<file path="src/nci_pkg.sv">
package nci_pkg;

  typedef logic [31:0] nci_word_t;

  localparam logic [7:0] CMD_OFF = 8'h00;
  localparam logic [7:0] STAT_OFF = 8'h04;
  localparam logic [3:0] DWORD_BE = 4'hF;

  localparam nci_word_t CMD_RESET = 32'h00000000;
  localparam nci_word_t STAT_RESET = 32'h00260000;
  localparam nci_word_t STICKY_MASK = 32'h0F008FFF;

  // Command bit positions
  localparam int C_RESTART = 7;
  localparam int C_HALT_RX = 6;
  localparam int C_HALT_TX = 5;
  localparam int C_RELEASE = 4;
  localparam int C_RXQ = 3;
  localparam int C_TXQ = 2;
  localparam int C_START = 1;
  localparam int C_STOP = 0;

  // Status bit positions
  localparam int S_IND_HI = 23;
  localparam int S_IND_LO = 17;
  localparam int S_PEND = 16;
  localparam int S_GPIO2 = 15;
  localparam int S_FATAL = 12;
  localparam int S_UNDER = 8;
  localparam int S_TXQE = 7;
  localparam int S_RQE = 2;

  // Offset match within the 256 byte window
  function automatic logic reg_hit(input logic [7:0] a, input logic [7:0] off);
    reg_hit = (a == off);
  endfunction

endpackage

</file>
<file path="src/nci_acc_if.sv">
`timescale 1ns/1ps
`default_nettype none
interface nci_acc_if;
  logic cmd_wr;
  logic stat_wr;
  logic any_rd;
  logic cmd_rd;
  logic stat_rd;
  logic [31:0] wdata;
  modport dec (output cmd_wr, output stat_wr, output any_rd, output cmd_rd,
               output stat_rd, output wdata);
  modport regs (input cmd_wr, input stat_wr, input any_rd, input cmd_rd,
                input stat_rd, input wdata);
endinterface
`default_nettype wire

</file>
<file path="src/nci_acc_dec.sv">
`timescale 1ns/1ps
`default_nettype none
module nci_acc_dec
  import nci_pkg::*;
(
  input wire logic io_cycle_i,
  input wire logic mem_cycle_i,
  input wire logic wr_i,
  input wire logic rd_i,
  input wire logic [7:0] addr_i,
  input wire logic [3:0] be_i,
  input wire logic [31:0] wdata_i,
  input wire logic io_space_en_i,
  input wire logic mem_space_en_i,
  input wire logic mem_map_en_i,
  input wire logic rom_decode_en_i,
  nci_acc_if.dec acc
);
  wire logic io_ok;
  wire logic mem_ok;
  wire logic dw_ok;
  wire logic sel;

  // Window enables and dword-only register hits (any_rd ignores be_i)
  assign io_ok = io_cycle_i & io_space_en_i;
  assign mem_ok = mem_cycle_i & mem_space_en_i & mem_map_en_i & ~rom_decode_en_i;
  assign dw_ok = (be_i == DWORD_BE);
  assign sel = (io_ok | mem_ok) & dw_ok;

  assign acc.cmd_wr = sel & wr_i & reg_hit(addr_i, CMD_OFF);
  assign acc.stat_wr = sel & wr_i & reg_hit(addr_i, STAT_OFF);
  assign acc.any_rd = rd_i & (io_ok | mem_ok);
  assign acc.cmd_rd = sel & rd_i & reg_hit(addr_i, CMD_OFF);
  assign acc.stat_rd = sel & rd_i & reg_hit(addr_i, STAT_OFF);
  assign acc.wdata = wdata_i;
endmodule // nci_acc_dec
`default_nettype wire

</file>
<file path="src/nci_low_event.sv">
`timescale 1ns/1ps
`default_nettype none
module nci_low_event (
  input wire logic ref_clk_i,
  input wire logic nrst_i,
  input wire logic pin_i,
  output logic fall_o
);
  logic s1_r;
  logic s2_r;
  logic s3_r;

  // Two-stage synchroniser, then falling edge
  always_ff @(posedge ref_clk_i or negedge nrst_i) begin
    if (!nrst_i) begin
      s1_r <= 1'b1;
      s2_r <= 1'b1;
      s3_r <= 1'b1;
      fall_o <= 1'b0;
    end else begin
      s1_r <= pin_i;
      s2_r <= s1_r;
      s3_r <= s2_r;
      fall_o <= s3_r & ~s2_r;
    end
  end
endmodule // nci_low_event
`default_nettype wire

</file>
<file path="src/nci_regs.sv">
`timescale 1ns/1ps
`default_nettype none
module nci_regs
  import nci_pkg::*;
(
  input wire logic ref_clk_i,
  input wire logic nrst_i,
  input wire logic io_cycle_i,
  input wire logic mem_cycle_i,
  input wire logic wr_i,
  input wire logic rd_i,
  input wire logic [7:0] addr_i,
  input wire logic [3:0] be_i,
  input wire logic [31:0] wdata_i,
  input wire logic io_space_en_i,
  input wire logic mem_space_en_i,
  input wire logic mem_map_en_i,
  input wire logic rom_decode_en_i,
  input wire logic reg_test_mode_i,
  input wire logic parity_resp_en_i,
  input wire logic bus_master_i,
  input wire logic monitor_mode_i,
  input wire logic [14:0] int_mask_i,
  input wire logic target_abort_i,
  input wire logic master_abort_i,
  input wire logic addr_parity_err_i,
  input wire logic data_parity_err_i,
  input wire logic frame_status_valid_i,
  input wire logic copy_threshold_passed_i,
  input wire logic receive_buffer_empty_i,
  input wire logic transmit_copy_busy_i,
  input wire logic receive_copy_busy_i,
  input wire logic transmitter_quiet_i,
  input wire logic receiver_quiet_i,
  input wire logic gpio_two_pin_i,
  input wire logic copy_threshold_event_i,
  input wire logic early_arrival_event_i,
  input wire logic counter_near_full_i,
  input wire logic tx_underrun_i,
  input wire logic tx_desc_host_owned_i,
  input wire logic rx_desc_host_owned_i,
  input wire logic rx_desc_fetch_i,
  input wire logic transmit_chain_done_i,
  input wire logic tx_frame_end_i,
  input wire logic per_frame_interrupt_flag_i,
  input wire logic crc_error_i,
  input wire logic buffer_overflow_warning_i,
  input wire logic header_copy_done_i,
  input wire logic frame_copy_done_i,
  output logic [31:0] rdata_o,
  output logic rvalid_o,
  output logic underrun_restart_o,
  output logic halt_receive_dma_o,
  output logic halt_transmit_dma_o,
  output logic release_receive_frame_o,
  output logic receive_descriptor_queued_o,
  output logic transmit_descriptor_queued_o,
  output logic receiver_online_o,
  output logic unmasked_event_pending_o
);

  ////////////////////////////////////////////////////////////////////////////
  // Access decode

  nci_acc_if acc ();
  wire logic gpio_two_low_event;

  nci_acc_dec u_dec (
    .io_cycle_i(io_cycle_i),
    .mem_cycle_i(mem_cycle_i),
    .wr_i(wr_i),
    .rd_i(rd_i),
    .addr_i(addr_i),
    .be_i(be_i),
    .wdata_i(wdata_i),
    .io_space_en_i(io_space_en_i),
    .mem_space_en_i(mem_space_en_i),
    .mem_map_en_i(mem_map_en_i),
    .rom_decode_en_i(rom_decode_en_i),
    .acc(acc.dec)
  );

  nci_low_event u_gpio2 (
    .ref_clk_i(ref_clk_i),
    .nrst_i(nrst_i),
    .pin_i(gpio_two_pin_i),
    .fall_o(gpio_two_low_event)
  );

  ////////////////////////////////////////////////////////////////////////////
  // Command register

  wire logic [31:0] wd;
  wire logic cw;
  wire logic zero_clr;
  wire logic rxq_set;
  wire logic txq_set;
  wire logic rel_set;
  wire logic rxq_clr;
  wire logic txq_clr;
  wire logic rel_clr;
  wire logic rxq_nxt;
  wire logic txq_nxt;
  wire logic rel_nxt;
  wire logic online_nxt;

  assign wd = acc.wdata;
  assign cw = acc.cmd_wr;
  assign zero_clr = cw & reg_test_mode_i;
  assign rxq_set = cw & wd[C_RXQ];
  assign txq_set = cw & wd[C_TXQ];
  assign rel_set = cw & wd[C_RELEASE];
  assign rxq_clr = rx_desc_host_owned_i | (cw & wd[C_HALT_RX]) | (zero_clr & ~wd[C_RXQ]);
  assign txq_clr = tx_desc_host_owned_i | (cw & wd[C_HALT_TX]) | (zero_clr & ~wd[C_TXQ]);
  assign rel_clr = rx_desc_fetch_i | (zero_clr & ~wd[C_RELEASE]);
  assign rxq_nxt = rxq_set | (receive_descriptor_queued_o & ~rxq_clr);
  assign txq_nxt = txq_set | (transmit_descriptor_queued_o & ~txq_clr);
  assign rel_nxt = rel_set | (release_receive_frame_o & ~rel_clr);
  assign online_nxt = (cw & wd[C_STOP]) ? 1'b0 :
                      (cw & wd[C_START]) ? 1'b1 : receiver_online_o;

  always_ff @(posedge ref_clk_i or negedge nrst_i) begin
    if (!nrst_i) begin
      underrun_restart_o <= CMD_RESET[C_RESTART];
      halt_receive_dma_o <= CMD_RESET[C_HALT_RX];
      halt_transmit_dma_o <= CMD_RESET[C_HALT_TX];
      release_receive_frame_o <= CMD_RESET[C_RELEASE];
      receive_descriptor_queued_o <= CMD_RESET[C_RXQ];
      transmit_descriptor_queued_o <= CMD_RESET[C_TXQ];
      receiver_online_o <= 1'b0;
    end else begin
      underrun_restart_o <= cw & wd[C_RESTART];
      halt_receive_dma_o <= cw & wd[C_HALT_RX];
      halt_transmit_dma_o <= cw & wd[C_HALT_TX];
      release_receive_frame_o <= rel_nxt;
      receive_descriptor_queued_o <= rxq_nxt;
      transmit_descriptor_queued_o <= txq_nxt;
      receiver_online_o <= online_nxt;
    end
  end

  ////////////////////////////////////////////////////////////////////////////
  // Interrupt status register

  nci_word_t stat_r;
  nci_word_t stat_nxt;
  nci_word_t ev_set;
  nci_word_t sw_clr;
  nci_word_t sw_set;
  nci_word_t auto_clr;
  logic [6:0] ind_r;
  wire logic fatal;
  wire logic [14:0] low_view;
  wire logic pend_nxt;

  assign ev_set = {4'h0,
                   target_abort_i,
                   master_abort_i,
                   addr_parity_err_i & ~bus_master_i & parity_resp_en_i,
                   data_parity_err_i & bus_master_i & parity_resp_en_i,
                   8'h00,
                   gpio_two_low_event,
                   3'b000,
                   copy_threshold_event_i,
                   early_arrival_event_i,
                   counter_near_full_i,
                   tx_underrun_i,
                   tx_desc_host_owned_i,
                   transmit_chain_done_i,
                   tx_frame_end_i & per_frame_interrupt_flag_i,
                   crc_error_i & ~monitor_mode_i,
                   buffer_overflow_warning_i,
                   rx_desc_host_owned_i,
                   header_copy_done_i,
                   frame_copy_done_i};
  // write one clears, test zero sets
  assign sw_clr = acc.stat_wr ? (wd & STICKY_MASK) : 32'h00000000;
  assign sw_set = (acc.stat_wr & reg_test_mode_i) ? (~wd & STICKY_MASK) : 32'h00000000;
  assign auto_clr = {23'h000000, cw & wd[C_RESTART], txq_set, 4'h0, rxq_set, 2'b00};
  assign stat_nxt = ((stat_r & ~(sw_clr | auto_clr)) | ev_set | sw_set) & STICKY_MASK;
  assign fatal = |stat_r[27:24];
  assign low_view = {2'b00, fatal, stat_r[11:0]};
  assign pend_nxt = |(low_view & int_mask_i);

  always_ff @(posedge ref_clk_i or negedge nrst_i) begin
    if (!nrst_i) begin
      stat_r <= STAT_RESET & STICKY_MASK;
      ind_r <= STAT_RESET[S_IND_HI:S_IND_LO];
      unmasked_event_pending_o <= STAT_RESET[S_PEND];
    end else begin
      stat_r <= stat_nxt;
      ind_r <= {frame_status_valid_i, copy_threshold_passed_i, receive_buffer_empty_i,
                transmit_copy_busy_i, receive_copy_busy_i, transmitter_quiet_i,
                receiver_quiet_i};
      unmasked_event_pending_o <= pend_nxt;
    end
  end

  ////////////////////////////////////////////////////////////////////////////
  // Read path

  wire nci_word_t cmd_view;
  wire nci_word_t stat_view;
  wire nci_word_t rd_mux;

  assign cmd_view = {24'h000000, 3'b000, release_receive_frame_o,
                     receive_descriptor_queued_o, transmit_descriptor_queued_o, 2'b00};
  assign stat_view = {stat_r[31:24], ind_r, unmasked_event_pending_o,
                      stat_r[15:13], fatal, stat_r[11:0]};
  assign rd_mux = acc.cmd_rd ? cmd_view :
                  acc.stat_rd ? stat_view : 32'h00000000;

  always_ff @(posedge ref_clk_i or negedge nrst_i) begin
    if (!nrst_i) begin
      rdata_o <= 32'h00000000;
      rvalid_o <= 1'b0;
    end else begin
      rvalid_o <= acc.any_rd;
      if (acc.any_rd) begin
        rdata_o <= rd_mux;
      end
    end
  end
endmodule // nci_regs
`default_nettype wire

</file>
<file path="config.mk">
export PLATFORM = sky130hd
export DESIGN_NAME = nci_regs
export DESIGN_NICKNAME = d
export VERILOG_FILES = /design/src/nci_pkg.sv /design/src/nci_acc_if.sv /design/src/nci_acc_dec.sv /design/src/nci_low_event.sv /design/src/nci_regs.sv
export SDC_FILE = /design/constraint.sdc
export NUM_CORES = 1
export LEC_CHECK = 0
export BUFFER_PORTS_ARGS = -buffer_cell sky130_fd_sc_hd__clkbuf_2
export CAP_MARGIN = 10
export CORE_ASPECT_RATIO = 1.25
export CORE_UTILIZATION = 35
export CTS_CLUSTER_DIAMETER = 100
export CTS_CLUSTER_SIZE = 30
export DETAILED_ROUTE_END_ITERATION = 16
export PLACE_DENSITY_LB_ADDON = 0.25
export SYNTH_ARGS = -nofsm -noshare
export SYNTH_HDL_FRONTEND = slang
export SYNTH_SLANG_ARGS = --single-unit
export TNS_END_PERCENT = 50
</file>
<file path="constraint.sdc">
create_clock -name ref_clk_i -period 2.9 [get_ports ref_clk_i]
set_clock_uncertainty 0.15 [all_clocks]
set_input_delay 0 -clock ref_clk_i [delete_from_list [all_inputs] [get_ports ref_clk_i]]
set_output_delay 0 -clock ref_clk_i [all_outputs]
set_load 0.01 [all_outputs]
</file>
==> results of run 1 <==
[worst paths after layout]
check	from	to	cells past startpoint
setup / recovery	addr_i[6]	receiver_online_o	7
hold / removal	addr_i[2]	rdata_o[4]	3
setup reg to reg	stat_r[26]	unmasked_event_pending_o	3
hold reg to reg	u_gpio2.s1_r	u_gpio2.s2_r	0
max in group asynchronous	nrst_i	u_gpio2.s1_r	3
min in group asynchronous	nrst_i	rdata_o[9]	2
[per-layer routing]
| layer | vias up | track usage [%] |
|---|---|---|
| met5 | - | 0 |
| met4 | 0 | 9.37 |
| met3 | 12 | 3.49 |
| li1 | 1179 | - |
| met2 | 76 | 34.2 |
| met1 | 1192 | 24.9 |
[kinds of logic after synthesis]
logic type,synth area share (%)
AO/OA/AOI/OAI,20.6
AND/OR/NAND/NOR,14.5
flip-flops,60.0
buffers and inverters,4.78
other,0.142
[synthesized netlist by cell type]
cell type  count  share of area (%)
dfrtp_1       57                 54
a22o_1        24                8.0
nand2b_1      10                2.4
o32a_1        10                3.8
nand2_1        9                1.3
nor2_1         9                1.3
a21oi_1        8                1.5
inv_1          8                1.1
nand4_1        8                1.9
a22oi_1        6                1.7
buf_4          6                1.7
clkbuf_1       6               0.85
dfstp_2        6                6.0
nor2b_1        6                1.4
a32oi_1        5                1.7
buf_2          5               0.95
nor4_1         4               0.95
o41ai_1        3               0.99
a211o_1        2               0.66
and2_1         2               0.47
and3_1         2               0.47
nor3_1         2               0.38
nor3_2         2               0.76
o2bb2ai_1      2               0.66
o31a_1         2               0.66
a211oi_1       1               0.28
a21bo_2        1               0.38
a41oi_1        1               0.33
and3b_1        1               0.33
and4_1         1               0.33
clkinv_1       1               0.14
conb_1         1               0.14
nand3_2        1               0.38
nand4b_1       1               0.33
or2_0          1               0.24
or2_2          1               0.24
or3_1          1               0.24
or3_4          1               0.43
or4_1          1               0.28
or4_4          1               0.43
[final cells by class]
cell class                 instances  share of cell area (%)
sequential                        63                    39.1
timing repair buffer             179                    29.5
multi-input combinational        135                    23.6
clock buffer                      12                    3.58
tap                               92                    2.84
inverter                           9                   0.834
clock inverter                     4                   0.556
[power groups by stage]
stage	Clock [W]	Combinational, W	Sequential [W]
after floorplan	0	0.0000498	0.000924
after global placement	0	0.000142	0.000920
after detailed placement	0	0.000143	0.000921
after CTS	0.000663	0.000184	0.000905
after global routing	0.000703	0.000203	0.000906
final	0.000647	0.000182	0.000905
[placed cells by master (no fill, tap or decap), drive strengths merged, types with 2 or more instances in the layout]
cell         instances
a22o                24
o41ai                3
nor4                 4
nand4                8
clkinv               4
o32a                10
conb                 6
o2bb2ai              2
dlygate4sd3         57
nor3                 4
buf                  7
or4                  2
inv                  8
nand2                9
nor2b                6
dfrtp               57
clkbuf             127
a22oi                6
and2                 2
a211o                2
a21oi                8
dfstp                6
a32oi                5
and3                 2
or2                  2
o31a                 2
or3                  2
nand2b              10
nor2                 9
[worst max-delay path, cell delays in order]
cell and delay, ns:
dlygate4sd3_1 0.54, clkbuf_2 0.10, or4_4 0.43, or2_0 0.43
nor3_1 0.55, a21oi_1 0.14, dlygate4sd3_1 0.58
[state kept, by name, summed over array words and instances, names as in the netlist]
name and flops:
receiver_online_o 1, stat_r 17, halt_receive_dma_o 1, u_gpio2.s3_r 1, u_gpio2.s2_r 1, ind_r 7, rdata_o 26, u_gpio2.s1_r 1
underrun_restart_o 1, transmit_descriptor_queued_o 1, halt_transmit_dma_o 1, rvalid_o 1, release_receive_frame_o 1, receive_descriptor_queued_o 1, unmasked_event_pending_o 1, u_gpio2.fall_o 1
[what timing repair did]
item                                    CTS  global route
endpoints found under the setup margin    0             3
endpoints found under the hold margin    74             0
buffers inserted                          0             0
hold buffers                             57             0
resized for setup                         0             1
[through the flow]
step | power, W | setup WS, ns | area (sq um) | util, %
2_1_floorplan | 0.000974 | 1.18 | 2660 | -
3_3_place_gp | 0.00106 | 0.718 | 3310 | 45.0
3_5_place_dp | 0.00106 | 0.714 | 3310 | 45.0
4_1_cts | 0.00175 | 0.136 | 4050 | 55.0
5_1_grt | 0.00181 | 0.0193 | 4050 | 55.1
6_report | 0.00173 | 0.200 | 4050 | 55.1
==> results_dict.tcl, run 1 <==
set metrics [dict create \
    hold_viol 0 \
    cp.required_ns 2.96 \
    final_nets 496 \
    cts_tree "yes" \
    ys_ff_latch 63 \
    p_sw_share_pct 23.6 \
    wl_per_cell_um 15.1 \
    numPlacedInstances 421 \
    grt_pass1_wl_um 12000 \
    dr.first_iter.drc_count 78 \
    antenna_found_initial 0 \
    rrSetupSlack_ns 0.76 \
    worstSetupPathType "input pin to flip-flop" \
    power_density_nw_per_um2 428 \
    path_max_fanout 9 \
    synth_area_sq_um 2640 \
    period_share_pct 93.1 \
    ys.warnings.count 0 \
    clock-root-buffer "clkbuf_8" \
    syn_to_final_growth_pct 53.4 \
    wl_met1_um 3170 \
    hold_class "input pin to flip-flop" \
    vias_per_cell 4.98 \
    top_layer "met4" \
    grt_max_degree 46 \
    syn_inst 219 \
    cts.reportedPaths.clkPinSlew_ns 0.06 \
    cp-end-kind "flip-flop" \
    dr.pass1.iters 4 \
    dieWidth_um 79.7 \
    io_pins 140 \
    ff_latch_area_sq_um 1580 \
    dp_hpwl_um 5060 \
    met3_length_um 336 \
    critPathArrivalTime_ns 2.76 \
    port_buffers 116 \
    ys_types 40 \
    fp.dieH_um 99.1 \
    sequentialPowerShare_pct 52.2 \
    peakVddDrop_uv 222 \
    synth.avg_cell_area_sq_um 12.1 \
    yosysSeqAreaShare_pct 60.0 \
    met2_length_um 3790 \
    insertion_delay_ns 0.33 \
    fin_tns_setup_ns 0 \
    overflow 0 \
    worst_pin_slew_ns 0.956 \
    drive_above_1_share_pct 37.3 \
    via_count 2459 \
    crit_path_start_kind "input pin" \
    diodes 0 \
    fin_cells 494 \
    grt_use_total_pct 20.2 \
    drt_wl_total_um 7450 \
    numCtsBuffers 9 \
    max_freq_mhz 370 \
    clk_path_buf_depth 2 \
    post-route-drc-count 0 \
    relSlewSlack_pct 36.3 \
    internal_power_w 0.00132 \
    whs_ns 0.00702 \
    rsz0062_at_grt "no" \
    cts_max_level 3 \
    std_cell_rows 35 \
    status "finished, final reports clean" \
    maxSlewViolCount 0 \
    multi_input_area_sq_um 955 \
    dieArea_sq_um 7900 \
    finalSetupViolations 0 \
    fillers 661 \
    core_area_sq_um 7360 \
    cts_sinks 63 \
    maxCapViolCount 0 \
    clockPowerShare_pct 37.3 \
    start_util_pct 35.9 \
    leakagePower_nw 1.90 \
    p_comb_share_pct 10.5 \
    period_needed_ns 2.70 \
    routabilityCongestion 0.855 \
    p_switching_w 0.000410 \
    grt_pass1_vias 2488 \
    ant_nets 0 \
]
(Power assumes the default switching activity.)
==> run 2: changes to the inputs <==
Settings changed: PLACE_DENSITY set to 0.75, PLACE_DENSITY_LB_ADDON 0.25 to not set, SLEW_MARGIN set to 40.
==> run 2 against run 1 <==
  * Worst hold slack improved by 0.012 ns
  * Sequential cell count unchanged
  * Maximum frequency decreased by 1.9%
  * Final cell count increased by 0.40%
  * Design area increased by 1.7%
  * Register-to-register slack improved by 0.05 ns
  * Via count increased by 4.8%
  * Utilization increased by 0.94 points
  * Combinational power increased by 3%
  * Sequential share of layout area decreased by 0.65 points
  * Largest cell class unchanged
==> results_dict.tcl, run 2 (synthesis gave the netlist of run 1 again) <==
set metrics [dict create \
    critPathArrivalTime_ns 2.81 \
    overflow 0 \
    clockPowerShare_pct 42.9 \
    rsz0062_at_grt "no" \
    antenna_found_initial 0 \
    drive_above_1_share_pct 37.6 \
    wl_per_cell_um 16.1 \
    cts_tree "yes" \
    insertion_delay_ns 0.33 \
    crit_path_start_kind "input pin" \
    diodes 0 \
    clock-root-buffer "clkbuf_8" \
    cp.required_ns 2.96 \
    final_util_pct 56.0 \
    grt_max_degree 51 \
    final_common_cell "clkbuf_2" \
    fp.dieH_um 99.1 \
    hold_viol 0 \
    core_area_sq_um 7360 \
    grt_pass1_vias 2640 \
    grt_pass1_wl_um 12700 \
    via_count 2577 \
    leakagePower_nw 1.93 \
    p_comb_share_pct 9.8 \
    final_cell_mix "115 x clkbuf_2, 59 x dlygate4sd3_1, 57 x dfrtp_1" \
    whs_ns 0.0188 \
    cp-end-kind "flip-flop" \
    period_share_pct 94.9 \
    worstSetupPathType "input pin to flip-flop" \
    cts_sinks 63 \
    syn_to_final_growth_pct 56.0 \
    p_sw_share_pct 22.8 \
    std_cell_rows 35 \
    dieArea_sq_um 7900 \
    maxSlewViolCount 0 \
    dpl_cell_area_sq_um 3310 \
    min_path_cells 5 \
    clk_path_buf_depth 2 \
    dieWidth_um 79.7 \
    largest_reg_flops 26 \
    grt_use_total_pct 21.3 \
    rrSetupSlack_ns 0.81 \
    peakVddDrop_uv 264 \
    port_buffers 116 \
    path_max_fanout 9 \
    start_util_pct 35.9 \
    power_density_nw_per_um2 465 \
    postCtsSetupBuffers 0 \
    io_pins 140 \
    period_needed_ns 2.75 \
    ant_nets 0 \
    worst_pin_slew_ns 0.641 \
    ff2ff_path_depth 3 \
    cts.reportedPaths.clkPinSlew_ns 0.07 \
    hold_class "input pin to flip-flop" \
    numCtsBuffers 9 \
    dr.first_iter.drc_count 133 \
    dp_hpwl_um 5310 \
    post-route-drc-count 0 \
    sequentialPowerShare_pct 47.2 \
    cts_max_level 3 \
    fin_tns_setup_ns 0 \
    p_switching_w 0.000437 \
    dr.pass1.iters 4 \
    max_freq_mhz 363 \
    vias_per_cell 5.20 \
    maxCapViolCount 0 \
    top_regs "rdata_o (26), stat_r (17), ind_r (7)" \
    fillers 649 \
    drt_wl_total_um 7980 \
    routabilityCongestion 0.818 \
    final_cell_area_sq_um 4120 \
    finalSetupViolations 0 \
    final_nets 498 \
    top_register "rdata_o" \
    status "finished, final reports clean" \
    internal_power_w 0.00148 \
    relSlewSlack_pct 57.2 \
]
[run 2: cell count changes in the layout (fill, tap and decap cells not counted)]
cell	delta
bufinv_16	+2
dlygate4sd3_1	+2
and3_1	-1
and3_2	+1
buf_2	-1
buf_4	+1
clkbuf_1	-1
clkbuf_8	-1
clkinv_2	-1
clkinvlp_4	+1
[run 2: final cells by class]
| cell class | count | area, sq um | share of cell area, % |
|---|---|---|---|
| Inverter | 9 | 33.8 | 0.820 |
| Timing Repair Buffer | 181 | 1220 | 29.6 |
| Clock buffer | 10 | 128 | 3.10 |
| Tap cell | 92 | 115 | 2.79 |
| Sequential cell | 63 | 1580 | 38.4 |
| Clock inverter | 6 | 85.1 | 2.06 |
| Multi-Input combinational cell | 135 | 956 | 23.2 |
[run 2: power by group through the flow]
stage          clock, W  combinational [W]  sequential [W]
2_1_floorplan         0          0.0000498        0.000924
3_3_place_gp          0           0.000141        0.000920
3_5_place_dp          0           0.000146        0.000921
4_1_cts        0.000836           0.000188        0.000904
5_1_grt        0.000874           0.000208        0.000906
6_report       0.000822           0.000188        0.000904
[run 2: timing repair]
action / in CTS / in global routing
endpoints found under the setup margin: 0 / 3
hold buffers: 59 / 0
endpoints found under the hold margin: 90 / 0
gates resized for setup: 0 / 1
[run 2: per-layer routing]
layer	GRT usage [%]	part of all wire, %
met2	36.2	51
met4	10.5	2.5
met5	0	0
met1	25.7	41
met3	3.49	5.1
[run 2: final timing paths]
path                         startpoint                  endpoint
hold / removal                addr_i[3]                rdata_o[3]
hold reg to reg            u_gpio2.s1_r              u_gpio2.s2_r
setup reg to reg             stat_r[26]  unmasked_event_pending_o
min in group asynchronous        nrst_i               rdata_o[17]
setup / recovery              addr_i[6]         receiver_online_o
max in group asynchronous        nrst_i                 stat_r[5]
[run 2: metrics by stage]
step	power (W)	setup WS (ns)	instances
2_1_floorplan	0.000974	1.18	224
3_3_place_gp	0.00106	0.669	421
3_5_place_dp	0.00107	0.712	421
4_1_cts	0.00193	0.0950	496
5_1_grt	0.00199	0.0379	496
6_report	0.00191	0.149	496
[run 2: critical path: stages]
cell,delay [ns]
dlygate4sd3_1,0.53
clkbuf_2,0.10
or4_4,0.43
or2_0,0.42
nor3_1,0.59
a21oi_1,0.14
dlygate4sd3_1,0.59
